`config.mk`:
```
export PLATFORM = sky130hd
export DESIGN_NAME = dual_buck_ctrl
export DESIGN_NICKNAME = d
export VERILOG_FILES = /design/src/rtl/dual_buck_pkg.sv /design/src/rtl/dual_buck_ctrl.sv
export SDC_FILE = /design/constraint.sdc
export NUM_CORES = 1
export LEC_CHECK = 0
export BUFFER_PORTS_ARGS = -buffer_cell sky130_fd_sc_hd__buf_2
export CAP_MARGIN = 0
export CORE_MARGIN = 1.5
export CORE_UTILIZATION = 64
export CTS_CLUSTER_DIAMETER = 120
export DETAILED_ROUTE_END_ITERATION = 8
export GPL_TIMING_DRIVEN = 0
export PLACE_DENSITY = 0.89
export SETUP_SLACK_MARGIN = 0.02
export SLEW_MARGIN = 20
export SYNTH_ARGS = -nofsm -noshare
export SYNTH_HDL_FRONTEND = slang
export SYNTH_SLANG_ARGS = --single-unit
```
`constraint.sdc`:
```
create_clock -name sys_clk_i -period 9.55 [get_ports sys_clk_i]
set_input_delay 1.4325 -clock sys_clk_i [delete_from_list [all_inputs] [get_ports sys_clk_i]]
set_output_delay 1.4325 -clock sys_clk_i [all_outputs]
set_load 0.05 [all_outputs]
```
`src/rtl/dual_buck_pkg.sv`:
```
package dual_buck_pkg;

  ////////////////////////////////////////////////////////////////////////
  // Register byte offsets
  localparam logic [7:0] ADDR_CR1    = 8'h00;
  localparam logic [7:0] ADDR_CR2    = 8'h04;
  localparam logic [7:0] ADDR_CR3    = 8'h08;
  localparam logic [7:0] ADDR_CTL    = 8'h0c;
  localparam logic [7:0] ADDR_STATUS = 8'h10;
  localparam logic [7:0] ADDR_SPI_RX = 8'h14;

  // Implemented bits per register; the rest read as zero
  localparam logic [31:0] CR1_MASK = 32'h0000000c;
  localparam logic [31:0] CR2_MASK = 32'h00fffff0;
  localparam logic [31:0] CR3_MASK = 32'h0000003c;
  localparam logic [31:0] CTL_MASK = 32'h03ff0007;
  localparam logic [31:0] REG_RST  = 32'h00000000;

  // Field positions, index 0 is the first buck, 1 the second
  localparam int RDS_POS [2]   = '{2, 3};
  localparam int PEAK_LSB [2]  = '{18, 12};
  localparam int RIPL_LSB [2]  = '{8, 4};
  localparam int WIN_LSB [2]   = '{4, 2};
  localparam int CTL_EN_LSB    = 0;
  localparam int CTL_DSEL_POS  = 2;
  localparam int CTL_DUTY_LSB  = 16;

  // AXI responses
  localparam logic [1:0] RESP_OKAY   = 2'b00;
  localparam logic [1:0] RESP_SLVERR = 2'b10;

  ////////////////////////////////////////////////////////////////////////
  // Timing, figures in ns, cycle counts derived from the clock period
  localparam int CLK_PERIOD_NS = 100;
  localparam int BLANK_NS      = 300;
  localparam int TOFF_MIN_NS   = 300;
  localparam int TOFF_STEP_NS  = 500;
  localparam int STARTUP_NS    = 1000000;
  localparam int IDLE_DLY_NS   = 2000000;
  localparam int BLANK_CYC     = (BLANK_NS + CLK_PERIOD_NS - 1) / CLK_PERIOD_NS;
  localparam int TOFF_MIN_CYC  =
    (TOFF_MIN_NS + CLK_PERIOD_NS - 1) / CLK_PERIOD_NS;
  localparam int TOFF_STEP_CYC = TOFF_STEP_NS / CLK_PERIOD_NS;
  localparam int STARTUP_CYC   = STARTUP_NS / CLK_PERIOD_NS;
  localparam int IDLE_CYC      = IDLE_DLY_NS / CLK_PERIOD_NS;
  localparam int PWM_BITS      = 10;

  ////////////////////////////////////////////////////////////////////////
  // Per-channel switching state
  typedef enum logic [1:0] {
    ST_IDLE  = 2'b00,
    ST_BLANK = 2'b01,
    ST_SENSE = 2'b10,
    ST_OFF   = 2'b11
  } sw_state_t;

  // Per-channel settings handed to the analog front end
  typedef struct packed {
    logic [5:0] peak_current_target;
    logic [3:0] ripple_constant;
    logic [1:0] vin_window;
    logic       low_rds;
  } ch_cfg_t;

endpackage

```
`src/rtl/dual_buck_ctrl.sv`:
```
`timescale 1ns/10ps

////////////////////////////////////////////////////////////////////////////
// Contract
// Two independent buck channels, each with own switch, peak and off time.
// Per-channel bit enables one power-stage half, or both in low-resistance.
// Mode bit selects the low or high analog peak current range.
// Every switching period begins by turning the switch on.
// Switch stays on through blank time even if peak reached early.
// After blank time, switch turns off when sensed current hits peak.
// Six-bit peak targets come from bits 23:18 and 17:12.
// Off time follows four-bit ripple constants in bits 11:8 and 7:4.
// A minimum off time is forced every cycle for bootstrap recharge.
// Input-voltage window fields at bits 5:4 and 3:2 go to sensing.
// Output-short detection is suppressed during a channel's start-up.
// Start-up applies on first activation after reset or wake.
// Start-up applies after idle longer than the restart delay.
// Start-up applies when a latched-off channel is cleared and restarts.
// Start-up applies on reactivation after supply undervoltage.
// Dimming picks the direct input or a 10-bit internal PWM.
// Internal PWM advances on the dimming clock input.
// Serial input sampled on rising clock, output shifted on falling.
// Blank, off, start-up and idle times are parameterised counters.
// Each channel owns its start-up and idle timers, restarted on triggers.
module dual_buck_ctrl #(
  parameter int BLANK_CYC     = dual_buck_pkg::BLANK_CYC,
  parameter int TOFF_MIN_CYC  = dual_buck_pkg::TOFF_MIN_CYC,
  parameter int TOFF_STEP_CYC = dual_buck_pkg::TOFF_STEP_CYC,
  parameter int STARTUP_CYC   = dual_buck_pkg::STARTUP_CYC,
  parameter int IDLE_CYC      = dual_buck_pkg::IDLE_CYC,
  parameter int PWM_BITS      = dual_buck_pkg::PWM_BITS
) (
  input  wire logic                       sys_clk_i,
  input  wire logic                       rst_i,
  input  wire logic                       ce_i,
  input  wire logic [7:0]                 s_axi_awaddr_i,
  input  wire logic                       s_axi_awvalid_i,
  output logic                            s_axi_awready_o,
  input  wire logic [31:0]                s_axi_wdata_i,
  input  wire logic [3:0]                 s_axi_wstrb_i,
  input  wire logic                       s_axi_wvalid_i,
  output logic                            s_axi_wready_o,
  output logic [1:0]                      s_axi_bresp_o,
  output logic                            s_axi_bvalid_o,
  input  wire logic                       s_axi_bready_i,
  input  wire logic [7:0]                 s_axi_araddr_i,
  input  wire logic                       s_axi_arvalid_i,
  output logic                            s_axi_arready_o,
  output logic [31:0]                     s_axi_rdata_o,
  output logic [1:0]                      s_axi_rresp_o,
  output logic                            s_axi_rvalid_o,
  input  wire logic                       s_axi_rready_i,
  input  wire logic [1:0]                 peak_hit_i,
  input  wire logic [1:0]                 short_det_i,
  input  wire logic                       vs_uv_i,
  input  wire logic                       direct_dim_i,
  input  wire logic                       dimming_clock_input_i,
  input  wire logic                       serial_select_low_i,
  input  wire logic                       serial_clk_i,
  input  wire logic                       serial_data_i,
  output logic                            serial_data_o,
  output logic [1:0]                      switch_on_o,
  output logic [1:0][1:0]                 half_en_o,
  output dual_buck_pkg::ch_cfg_t [1:0]    ch_cfg_o,
  output logic [1:0]                      short_latched_o,
  output logic [1:0]                      startup_o
);

  logic [31:0]           cr1_reg, cr2_reg, cr3_reg, ctl_reg, spi_rx_reg;
  logic [31:0]           rd_word;
  logic                  aw_hold_reg, w_hold_reg, rd_hit;
  logic [7:0]            awaddr_reg;
  logic [31:0]           wdata_reg;
  logic [3:0]            wstrb_reg;
  logic                  do_wr, wr_hit;
  logic [1:0]            latch_clr, act, trig, need, su_act;
  logic [1:0]            act_q_reg, started_reg, uv_pend_reg, clr_pend_reg;
  logic [1:0]            latched_reg;
  dual_buck_pkg::sw_state_t st_reg [2];
  logic [15:0]           cnt_reg [2];
  logic [15:0]           su_cnt_reg [2];
  logic [15:0]           idle_cnt_reg [2];
  logic [PWM_BITS-1:0]   pwm_cnt_reg;
  logic                  dclk_q_reg, sclk_q_reg, cs_q_reg, dim;
  logic [31:0]           spi_sh_reg, spi_tx_reg;

  // Byte-lane merge for AXI writes
  function automatic logic [31:0] wmerge(input logic [31:0] old_v,
                                         input logic [31:0] new_v,
                                         input logic [3:0]  strb);
    logic [31:0] r;
    r = old_v;
    for (int b = 0; b < 4; b++) begin
      if (strb[b]) r[8*b +: 8] = new_v[8*b +: 8];
    end
    return r;
  endfunction

  ////////////////////////////////////////////////////////////////////////
  // AXI4-Lite slave; address and data held apart so either may come first
  assign s_axi_awready_o = ce_i && !aw_hold_reg && !s_axi_bvalid_o;
  assign s_axi_wready_o  = ce_i && !w_hold_reg && !s_axi_bvalid_o;
  assign s_axi_arready_o = ce_i && !s_axi_rvalid_o;
  assign do_wr = ce_i && aw_hold_reg && w_hold_reg && !s_axi_bvalid_o;
  assign wr_hit = awaddr_reg inside {dual_buck_pkg::ADDR_CR1,
    dual_buck_pkg::ADDR_CR2, dual_buck_pkg::ADDR_CR3,
    dual_buck_pkg::ADDR_CTL, dual_buck_pkg::ADDR_STATUS};

  // Write channel capture and response
  always_ff @(posedge sys_clk_i) begin
    if (rst_i) begin
      aw_hold_reg    <= 1'b0;
      w_hold_reg     <= 1'b0;
      awaddr_reg     <= 8'h00;
      wdata_reg      <= 32'h00000000;
      wstrb_reg      <= 4'h0;
      s_axi_bvalid_o <= 1'b0;
      s_axi_bresp_o  <= dual_buck_pkg::RESP_OKAY;
    end else if (ce_i) begin
      if (s_axi_awvalid_i && s_axi_awready_o) begin
        aw_hold_reg <= 1'b1;
        awaddr_reg  <= s_axi_awaddr_i;
      end
      if (s_axi_wvalid_i && s_axi_wready_o) begin
        w_hold_reg <= 1'b1;
        wdata_reg  <= s_axi_wdata_i;
        wstrb_reg  <= s_axi_wstrb_i;
      end
      if (do_wr) begin
        aw_hold_reg    <= 1'b0;
        w_hold_reg     <= 1'b0;
        s_axi_bvalid_o <= 1'b1;
        s_axi_bresp_o  <= wr_hit ? dual_buck_pkg::RESP_OKAY
                                 : dual_buck_pkg::RESP_SLVERR;
      end else if (s_axi_bready_i) begin
        s_axi_bvalid_o <= 1'b0;
      end
    end
  end

  // Register storage; config registers steer the channels
  always_ff @(posedge sys_clk_i) begin
    if (rst_i) begin
      cr1_reg <= dual_buck_pkg::REG_RST;
      cr2_reg <= dual_buck_pkg::REG_RST;
      cr3_reg <= dual_buck_pkg::REG_RST;
      ctl_reg <= dual_buck_pkg::REG_RST;
    end else if (ce_i && do_wr) begin
      case (awaddr_reg)
        dual_buck_pkg::ADDR_CR1: cr1_reg <= dual_buck_pkg::CR1_MASK &
          wmerge(cr1_reg, wdata_reg, wstrb_reg);
        dual_buck_pkg::ADDR_CR2: cr2_reg <= dual_buck_pkg::CR2_MASK &
          wmerge(cr2_reg, wdata_reg, wstrb_reg);
        dual_buck_pkg::ADDR_CR3: cr3_reg <= dual_buck_pkg::CR3_MASK &
          wmerge(cr3_reg, wdata_reg, wstrb_reg);
        dual_buck_pkg::ADDR_CTL: ctl_reg <= dual_buck_pkg::CTL_MASK &
          wmerge(ctl_reg, wdata_reg, wstrb_reg);
        default: ;
      endcase
    end
  end

  // Read mux; status shows live channel state
  always_comb begin
    rd_hit  = 1'b1;
    rd_word = 32'h00000000;
    case (s_axi_araddr_i)
      dual_buck_pkg::ADDR_CR1:    rd_word = cr1_reg;
      dual_buck_pkg::ADDR_CR2:    rd_word = cr2_reg;
      dual_buck_pkg::ADDR_CR3:    rd_word = cr3_reg;
      dual_buck_pkg::ADDR_CTL:    rd_word = ctl_reg;
      dual_buck_pkg::ADDR_STATUS:
        rd_word = {25'h0000000, dim, switch_on_o, su_act, latched_reg};
      dual_buck_pkg::ADDR_SPI_RX: rd_word = spi_rx_reg;
      default:                    rd_hit  = 1'b0;
    endcase
  end

  // Read channel
  always_ff @(posedge sys_clk_i) begin
    if (rst_i) begin
      s_axi_rvalid_o <= 1'b0;
      s_axi_rdata_o  <= 32'h00000000;
      s_axi_rresp_o  <= dual_buck_pkg::RESP_OKAY;
    end else if (ce_i) begin
      if (s_axi_arvalid_i && s_axi_arready_o) begin
        s_axi_rvalid_o <= 1'b1;
        s_axi_rdata_o  <= rd_word;
        s_axi_rresp_o  <= rd_hit ? dual_buck_pkg::RESP_OKAY
                                 : dual_buck_pkg::RESP_SLVERR;
      end else if (s_axi_rready_i) begin
        s_axi_rvalid_o <= 1'b0;
      end
    end
  end

  ////////////////////////////////////////////////////////////////////////
  // Dimming: PWM steps on each rising edge of the dimming clock pin seen while ce_i is high
  always_ff @(posedge sys_clk_i) begin
    if (rst_i) begin
      dclk_q_reg  <= 1'b0;
      pwm_cnt_reg <= '0;
    end else if (ce_i) begin
      dclk_q_reg <= dimming_clock_input_i;
      if (dimming_clock_input_i && !dclk_q_reg) begin
        pwm_cnt_reg <= pwm_cnt_reg + 1'b1;
      end
    end
  end

  // Source select; duty of zero keeps the string dark
  assign dim = ctl_reg[dual_buck_pkg::CTL_DSEL_POS]
    ? (pwm_cnt_reg < ctl_reg[dual_buck_pkg::CTL_DUTY_LSB +: PWM_BITS])
    : direct_dim_i;

  ////////////////////////////////////////////////////////////////////////
  // Serial port: pins sampled on the system clock, edges found locally
  always_ff @(posedge sys_clk_i) begin
    if (rst_i) begin
      sclk_q_reg    <= 1'b0;
      cs_q_reg      <= 1'b1;
      spi_sh_reg    <= 32'h00000000;
      spi_tx_reg    <= 32'h00000000;
      spi_rx_reg    <= 32'h00000000;
      serial_data_o <= 1'b0;
    end else if (ce_i) begin
      sclk_q_reg <= serial_clk_i;
      cs_q_reg   <= serial_select_low_i;
      if (cs_q_reg && !serial_select_low_i) begin
        spi_tx_reg    <= {24'h000000, 1'b0, dim, switch_on_o, su_act,
                          latched_reg};
        serial_data_o <= 1'b0;
      end else if (!serial_select_low_i) begin
        if (serial_clk_i && !sclk_q_reg) begin
          spi_sh_reg <= {spi_sh_reg[30:0], serial_data_i};
        end
        if (!serial_clk_i && sclk_q_reg) begin
          serial_data_o <= spi_tx_reg[31];
          spi_tx_reg    <= {spi_tx_reg[30:0], 1'b0};
        end
      end
      // Frame end publishes the received word
      if (!cs_q_reg && serial_select_low_i) spi_rx_reg <= spi_sh_reg;
    end
  end

  ////////////////////////////////////////////////////////////////////////
  // Buck channels, identical and fully independent
  for (genvar i = 0; i < 2; i++) begin : g_ch
    logic [15:0] off_len;
    logic        idle_long;

    // Off time grows with the ripple constant above a fixed floor
    assign off_len = 16'(TOFF_MIN_CYC) + 16'(ch_cfg_o[i].ripple_constant)
                     * 16'(TOFF_STEP_CYC);
    assign idle_long = idle_cnt_reg[i] >= 16'(IDLE_CYC);
    assign act[i]  = ctl_reg[dual_buck_pkg::CTL_EN_LSB + i] && dim &&
                     !latched_reg[i] && !vs_uv_i;
    assign need[i] = !started_reg[i] || idle_long || uv_pend_reg[i] ||
                     clr_pend_reg[i];
    assign trig[i] = act[i] && !act_q_reg[i] && need[i];
    assign su_act[i] = su_cnt_reg[i] != 16'h0000;
    assign latch_clr[i] = do_wr && wstrb_reg[0] && wdata_reg[i] &&
                          awaddr_reg == dual_buck_pkg::ADDR_STATUS;
    assign switch_on_o[i] = st_reg[i] == dual_buck_pkg::ST_BLANK ||
                            st_reg[i] == dual_buck_pkg::ST_SENSE;
    assign half_en_o[i] = switch_on_o[i] ? {ch_cfg_o[i].low_rds, 1'b1}
                                         : 2'b00;
    assign startup_o[i] = su_act[i];
    assign short_latched_o[i] = latched_reg[i];

    // Settings registered for the analog side
    always_ff @(posedge sys_clk_i) begin
      if (rst_i) begin
        ch_cfg_o[i] <= '0;
      end else if (ce_i) begin
        ch_cfg_o[i].peak_current_target <=
          cr2_reg[dual_buck_pkg::PEAK_LSB[i] +: 6];
        ch_cfg_o[i].ripple_constant <=
          cr2_reg[dual_buck_pkg::RIPL_LSB[i] +: 4];
        ch_cfg_o[i].vin_window <=
          cr3_reg[dual_buck_pkg::WIN_LSB[i] +: 2];
        ch_cfg_o[i].low_rds <= cr1_reg[dual_buck_pkg::RDS_POS[i]];
      end
    end

    // Switching cycle: on, blank, sense, off
    always_ff @(posedge sys_clk_i) begin
      if (rst_i) begin
        st_reg[i]  <= dual_buck_pkg::ST_IDLE;
        cnt_reg[i] <= 16'h0000;
      end else if (ce_i) begin
        case (st_reg[i])
          dual_buck_pkg::ST_IDLE: if (act[i]) begin
            st_reg[i]  <= dual_buck_pkg::ST_BLANK;
            cnt_reg[i] <= 16'(BLANK_CYC - 1);
          end
          dual_buck_pkg::ST_BLANK: begin
            // Comparator ignored here: turn-on noise must not end the cycle
            if (cnt_reg[i] == 16'h0000) st_reg[i] <= dual_buck_pkg::ST_SENSE;
            else cnt_reg[i] <= cnt_reg[i] - 1'b1;
          end
          dual_buck_pkg::ST_SENSE: if (peak_hit_i[i] || !act[i]) begin
            st_reg[i]  <= dual_buck_pkg::ST_OFF;
            cnt_reg[i] <= off_len - 1'b1;
          end
          dual_buck_pkg::ST_OFF: begin
            if (cnt_reg[i] != 16'h0000) cnt_reg[i] <= cnt_reg[i] - 1'b1;
            else if (act[i]) begin
              st_reg[i]  <= dual_buck_pkg::ST_BLANK;
              cnt_reg[i] <= 16'(BLANK_CYC - 1);
            end else st_reg[i] <= dual_buck_pkg::ST_IDLE;
          end
          default: st_reg[i] <= dual_buck_pkg::ST_IDLE;
        endcase
      end
    end

    // Start-up, idle and trigger bookkeeping; sets win over clears
    always_ff @(posedge sys_clk_i) begin
      if (rst_i) begin
        act_q_reg[i]    <= 1'b0;
        started_reg[i]  <= 1'b0;
        uv_pend_reg[i]  <= 1'b0;
        clr_pend_reg[i] <= 1'b0;
        su_cnt_reg[i]   <= 16'h0000;
        idle_cnt_reg[i] <= 16'h0000;
        latched_reg[i]  <= 1'b0;
      end else if (ce_i) begin
        act_q_reg[i] <= act[i];
        if (trig[i]) started_reg[i] <= 1'b1;
        uv_pend_reg[i]  <= vs_uv_i || (uv_pend_reg[i] && !trig[i]);
        clr_pend_reg[i] <= (latch_clr[i] && latched_reg[i]) ||
                           (clr_pend_reg[i] && !trig[i]);
        if (trig[i]) su_cnt_reg[i] <= 16'(STARTUP_CYC);
        else if (su_act[i]) su_cnt_reg[i] <= su_cnt_reg[i] - 1'b1;
        if (act[i]) idle_cnt_reg[i] <= 16'h0000;
        else if (!idle_long) idle_cnt_reg[i] <= idle_cnt_reg[i] + 1'b1;
        // Short only counts outside start-up; the latch stops the channel
        latched_reg[i] <= (short_det_i[i] && act[i] && !su_act[i] &&
                           !trig[i]) || (latched_reg[i] && !latch_clr[i]);
      end
    end

    a_start_on: assert property (@(posedge sys_clk_i)
      disable iff (rst_i || !ce_i)
      st_reg[i] == dual_buck_pkg::ST_IDLE && act[i] |=> switch_on_o[i])
      else $error("switch not turned on at period start");
    a_blank_hold: assert property (@(posedge sys_clk_i)
      disable iff (rst_i || !ce_i)
      $rose(switch_on_o[i]) |-> switch_on_o[i][*3])
      else $error("switch released inside blank time");
    a_peak_off: assert property (@(posedge sys_clk_i)
      disable iff (rst_i || !ce_i)
      st_reg[i] == dual_buck_pkg::ST_SENSE && peak_hit_i[i]
      |=> !switch_on_o[i])
      else $error("switch still on after peak reached");
    a_off_min: assert property (@(posedge sys_clk_i)
      disable iff (rst_i || !ce_i)
      $fell(switch_on_o[i]) |-> !switch_on_o[i][*3])
      else $error("off time shorter than minimum");
    a_half_mode: assert property (@(posedge sys_clk_i)
      disable iff (rst_i)
      switch_on_o[i] |-> half_en_o[i][1] == ch_cfg_o[i].low_rds &&
      half_en_o[i][0])
      else $error("power stage halves wrong for mode");
    a_short_mask: assert property (@(posedge sys_clk_i)
      disable iff (rst_i || !ce_i)
      su_act[i] && !latched_reg[i] |=> !latched_reg[i])
      else $error("short latched during start-up");
    a_startup_trig: assert property (@(posedge sys_clk_i)
      disable iff (rst_i || !ce_i)
      trig[i] |=> su_act[i] && su_cnt_reg[i] == 16'(STARTUP_CYC))
      else $error("start-up phase not applied");
    a_first_act: assert property (@(posedge sys_clk_i)
      disable iff (rst_i || !ce_i)
      act[i] && !act_q_reg[i] && !started_reg[i] |=> su_act[i])
      else $error("first activation without start-up");
    c_startup: cover property (@(posedge sys_clk_i) $rose(su_act[i]));
    c_latched: cover property (@(posedge sys_clk_i) $rose(latched_reg[i]));
    c_off: cover property (@(posedge sys_clk_i)
      st_reg[i] == dual_buck_pkg::ST_SENSE && peak_hit_i[i]);
  end

  a_bresp_hold: assert property (@(posedge sys_clk_i)
    disable iff (rst_i || !ce_i)
    s_axi_bvalid_o && !s_axi_bready_i |=> s_axi_bvalid_o)
    else $error("write response dropped");

endmodule // dual_buck_ctrl

```
Yosys cells after proc, flatten, opt, wreduce, memory -nomap -nowiden
Memories as Yosys holds them, arrays and structs flattened.
Cells that the tools add are included.

storage, ports and cells
  register bits after elaboration = 263
  bits in writable memories = 100
  input bits = 70
  output and inout port bits = 78
  logic and storage cells = 392
  memories = 4

cells by class
  add/subtract/negate cells = 11
  $mul = 2
  $lt $le $gt $ge = 3
  eq/ne operators = 16
  multiplexer cells = 157
  bitwise logic cells = 30
  reductions and logical operators = 125

memories
  name          words  bits a word  rd ports  clocked after Yosys merged registers in  write ports  RTL line              source
  cnt_reg       2      16           2         0                                        2            dual_buck_ctrl.sv:80  logic [15:0] cnt_reg [2];
  idle_cnt_reg  2      16           2         0                                        2            dual_buck_ctrl.sv:82  logic [15:0] idle_cnt_reg [2];
  su_cnt_reg    2      16           2         0                                        2            dual_buck_ctrl.sv:81  logic [15:0] su_cnt_reg [2];
  st_reg        2      2            2         0                                        2            dual_buck_ctrl.sv:79  dual_buck_pkg::sw_state_t st_reg [2];

operator list
  operator                 number
  $mux W16                 18
  $pmux W32 S6             1
  $mux W1                  121
  $mux W32                 3
  $reduce_bool A16 Y1      4
  $sub A16 B1 Y16 const B  4
  $logic_and A1 B1 Y1      46
  $add A16 B1 Y16 const B  2
  $eq A8 B4 Y1 const B     4
  $ge A16 B15 Y1 const B   2
  $logic_not A16 Y1        2
  $mux W2                  14
  $or A1 B1 Y1             28
  $reduce_and A3 Y1        9
  $eq A8 B5 Y1 const B     3
  $logic_not A1 Y1         24
  $reduce_and A2 Y1        12
  $sub A8 B1 Y9 const B    2
  $add A2 B7 Y8 const A    2
  $eq A8 B3 Y1 const B     2
  $logic_not A8 Y1         2
  $logic_or A1 B1 Y1       16
  $mul A4 B3 Y7 const B    2
  $add A10 B1 Y10 const B  1
  other kinds (10)         20

Longest topological paths before layout
  word-level depth = 15
  gate-level depth with buffers = 12

Least setup slack after synthesis
Ideal clock, no wire load.

  kind = input to output
  start point = input ce_i
  end point = output s_axi_awready_o
  arrival = 2.480 ns
  required time = 8.117 ns
  setup slack = 5.637 ns
  stages = 3
  path through = clkbuf_1 -> nand2b_1 -> nor2_1

between the ends
  word-level cells in the longest chain between the ends = 2

RTL lines
  element                            RTL line               source
  start, declared                    dual_buck_ctrl.sv:35   input wire logic ce_i,
  $logic_and A1 B1 Y1 (2 in series)  dual_buck_ctrl.sv:101  assign s_axi_awready_o = ce_i && !aw_hold_reg && !s_axi_bvalid_o;
  end, declared                      dual_buck_ctrl.sv:38   output logic s_axi_awready_o,

Every way passes these cells.

==> out/qor.yml <==
ir_drop_v: 0.000147
final_common_cell: "nand2_1"
fmax_mhz: 209
cts_tree: "done"
ios: 148
grt_pass1_vias: 13614
cts_hold_buf: 0
syn_area_sq_um: 16100
hold_start: "s_axi_rdata_o[31]$_SDFFE_PP0P_"
synth_fa_ha_area_frac: 0.0327
cts_setup_buffers: 0
synth_top_family_by_area: "simple AND/OR/NAND/NOR gates"
grt_max_degree: 17
clk_latency_ns: 0.53
core_area_sq_um: 24500
end_kind: "primary output"
p_seq_frac: 0.502
hold_violations: 0
internal_power_uw: 2490
grt_pass1_wl_microns: 67500
critPathMaxFanout: 5
worstMarginPinSlew_ns: 1.06
yosys.area_share.simple: 0.210
r2r-start: "ctl_reg[23]$_SDFFE_PP0P_"
cts_buffer_depth: 3
routedWlPerCell_microns: 18.7
synth_edf_count: 100
vias: 14026
p_comb_frac: 0.080
drv_cap: 0
fp.dieArea_sq_um: 26100
drtAntennaViolNets: 0
r2r-end: "su_cnt_reg[1][3]$_SDFFCE_PN0P_"
avgSynthCellArea_sq_um: 8.96
dr.pass1.iters: 8
cts-resized-gates: 0
power_switching_uw: 829
synth_cells: 1792
yosysSeqAreaShare: 0.512
floorplan.initialDensity: 0.657
io_buffer_count: 136
cp.required_ns: 8.12
min_path_type: "flop to flop"
final_cells: 2320
rr_worst_depth: 9
muxShareOfSynthArea: 0.0456
rsz0062_at_grt: "false"
post-route-drc-count: 0
antenna_found_initial: 0
viasPerCell: 6.05
min_path_cells: 2
p_per_area_nw_per_um2: 181
clkSlewWorstSetupHoldPaths_ns: 0.06
synth-main-ff-cell: "dfxtp_1"
post-dp-hpwl_microns: 30400
cts_made_buffers: 37
grt_overflow: 0
die_h_microns: 161
crit_path_start_kind: "flop"
rows: 57
die_x_microns: 161
fin_crit_sh: 0.501
synth_compound_area_frac: 0.113
arrival_ns: 3.35
r2r_slack_ns: 5.74
fin_nets: 2082
synthArstFlopShare: 0
ys_ff_latch: 361
layout-drive-gt1-share: 0.113
final_cell_mix: "nand2_1, nor2_1, dfxtp_1, a21oi_1, buf_2"
synth-xor-area-share: 0.0513
power_leakage_uw: 0.00692
finalSetupViolCount: 0
crit_type: "flop to primary output"
dp.cells: 2255
yosys.cell_types.count: 73
gp_congestion: 0.909
tns_ns: 0
yosysWarnings: 0
track_usage: 0.325
cts-htree-levels: 2
switching_share: 0.250
fin_worst_skew_ns: 0.0171
pwr-share-clk: 0.417
period_needed_ns: 4.78
syn2layout_area_growth_pct: 14.1
drt_wl_total_microns: 43400
holdPathEnd: "s_axi_rdata_o[31]$_SDFFE_PP0P_"
cts_root_buf: "clkbuf_16"
outcome: "complete, no violations"
max_slew_margin: 0.291
maxSlewViolCount: 0
cts.sinks: 361
drt_iter0_drc: 1501
==> logic make-up (layout without fill, tap and decap cells) <==
logic type / count (synthesis) / count (layout)
adder cells (fa/ha/maj): 42 / 42
other: 1 / 6
buffers and inverters: 144 / 343
multiplexers: 73 / 73
AND/OR/NAND/NOR: 772 / 772
XOR/XNOR: 94 / 94
AO/OA/AOI/OAI: 305 / 305
flip-flops: 361 / 361
==> cell usage after synthesis (12+ instances only) <==
cell | instances | area share
clkbuf_1 | 83 | 0.019
o21ai_0 | 26 | 0.0081
a21oi_1 | 186 | 0.058
nor3_1 | 24 | 0.0075
nand3_1 | 67 | 0.021
mux2i_1 | 71 | 0.044
nor4_1 | 17 | 0.0066
xnor2_1 | 59 | 0.032
nor2_1 | 267 | 0.062
and3_1 | 16 | 0.0062
ha_1 | 42 | 0.033
nand2b_1 | 19 | 0.0074
edfxtp_1 | 100 | 0.19
inv_1 | 44 | 0.010
xor2_1 | 35 | 0.019
o22ai_1 | 12 | 0.0047
nand2_1 | 303 | 0.071
a22oi_1 | 16 | 0.0075
dfxtp_1 | 261 | 0.33
==> cell type report <==
type | count | area (sq um)
Antenna cell | 2 | 5.00
Buffer | 100 | 407
Clock buffer | 48 | 1050
Clock inverter | 15 | 113
Fill cell | 1629 | 6140
Inverter | 44 | 165
Multi-Input combinational cell | 1290 | 7270
Sequential cell | 361 | 8230
Tap cell | 324 | 405
Timing Repair Buffer | 136 | 681
==> worst max-delay path: stages (launching register included) <==
cell	delay [ns]
edfxtp_1	0.42
inv_1	0.13
ha_1	0.22
nand2_1	0.12
or3_1	0.39
or4_1	0.54
nor3b_2	0.57
inv_1	0.19
buf_2	0.26
==> stage by stage <==
step	cell area [sq um]	utilization	setup slack (ns)	hold slack, ns	power (uW)
after CTS	18300	0.749	4.86	0.452	3310
final	18300	0.749	4.77	0.448	3320
after global routing	18300	0.749	4.75	0.469	3410
after detailed placement	17200	0.701	5.34	0.443	1960
after floorplan	16100	-	5.64	0.431	1870
after global placement	17200	0.701	5.42	0.438	1940
==> routing by layer <==
| metal | part of all wire | global-route usage | vias to the layer above |
|---|---|---|---|
| met5 | 0 | 0 | - |
| met4 | 0.058 | 0.193 | 0 |
| met3 | 0.082 | 0.0493 | 178 |
| met2 | 0.48 | 0.550 | 709 |
| met1 | 0.38 | 0.394 | 6642 |
| li1 | - | - | 6497 |
==> how the worst max path moves through the flow <==
stage | startpoint | endpoint | slack [ns] | cells after the start
final | su_cnt_reg[0][0]$_SDFFCE_PN0P_ | startup_o[0] | 4.77 | 8
after global routing | su_cnt_reg[0][0]$_SDFFCE_PN0P_ | startup_o[0] | 4.75 | 8
after CTS | su_cnt_reg[0][0]$_SDFFCE_PN0P_ | startup_o[0] | 4.86 | 8
after detailed placement | direct_dim_i | su_cnt_reg[1][14]$_SDFFCE_PN0P_ | 5.34 | 7
after global placement | ce_i | idle_cnt_reg[1][14]$_SDFFCE_PN0P_ | 5.42 | 7
after floorplan | ce_i | s_axi_awready_o | 5.64 | 3
==> power by group through the flow <==
stage          clock [uW]  sequential, uW  combinational [uW]
3_3_place_gp            0            1690                 248
6_report             1390            1670                 267
2_1_floorplan           0            1690                 179
4_1_cts              1380            1670                 263
3_5_place_dp            0            1700                 258
5_1_grt              1440            1670                 288
Power figures use the tool's default switching activity.
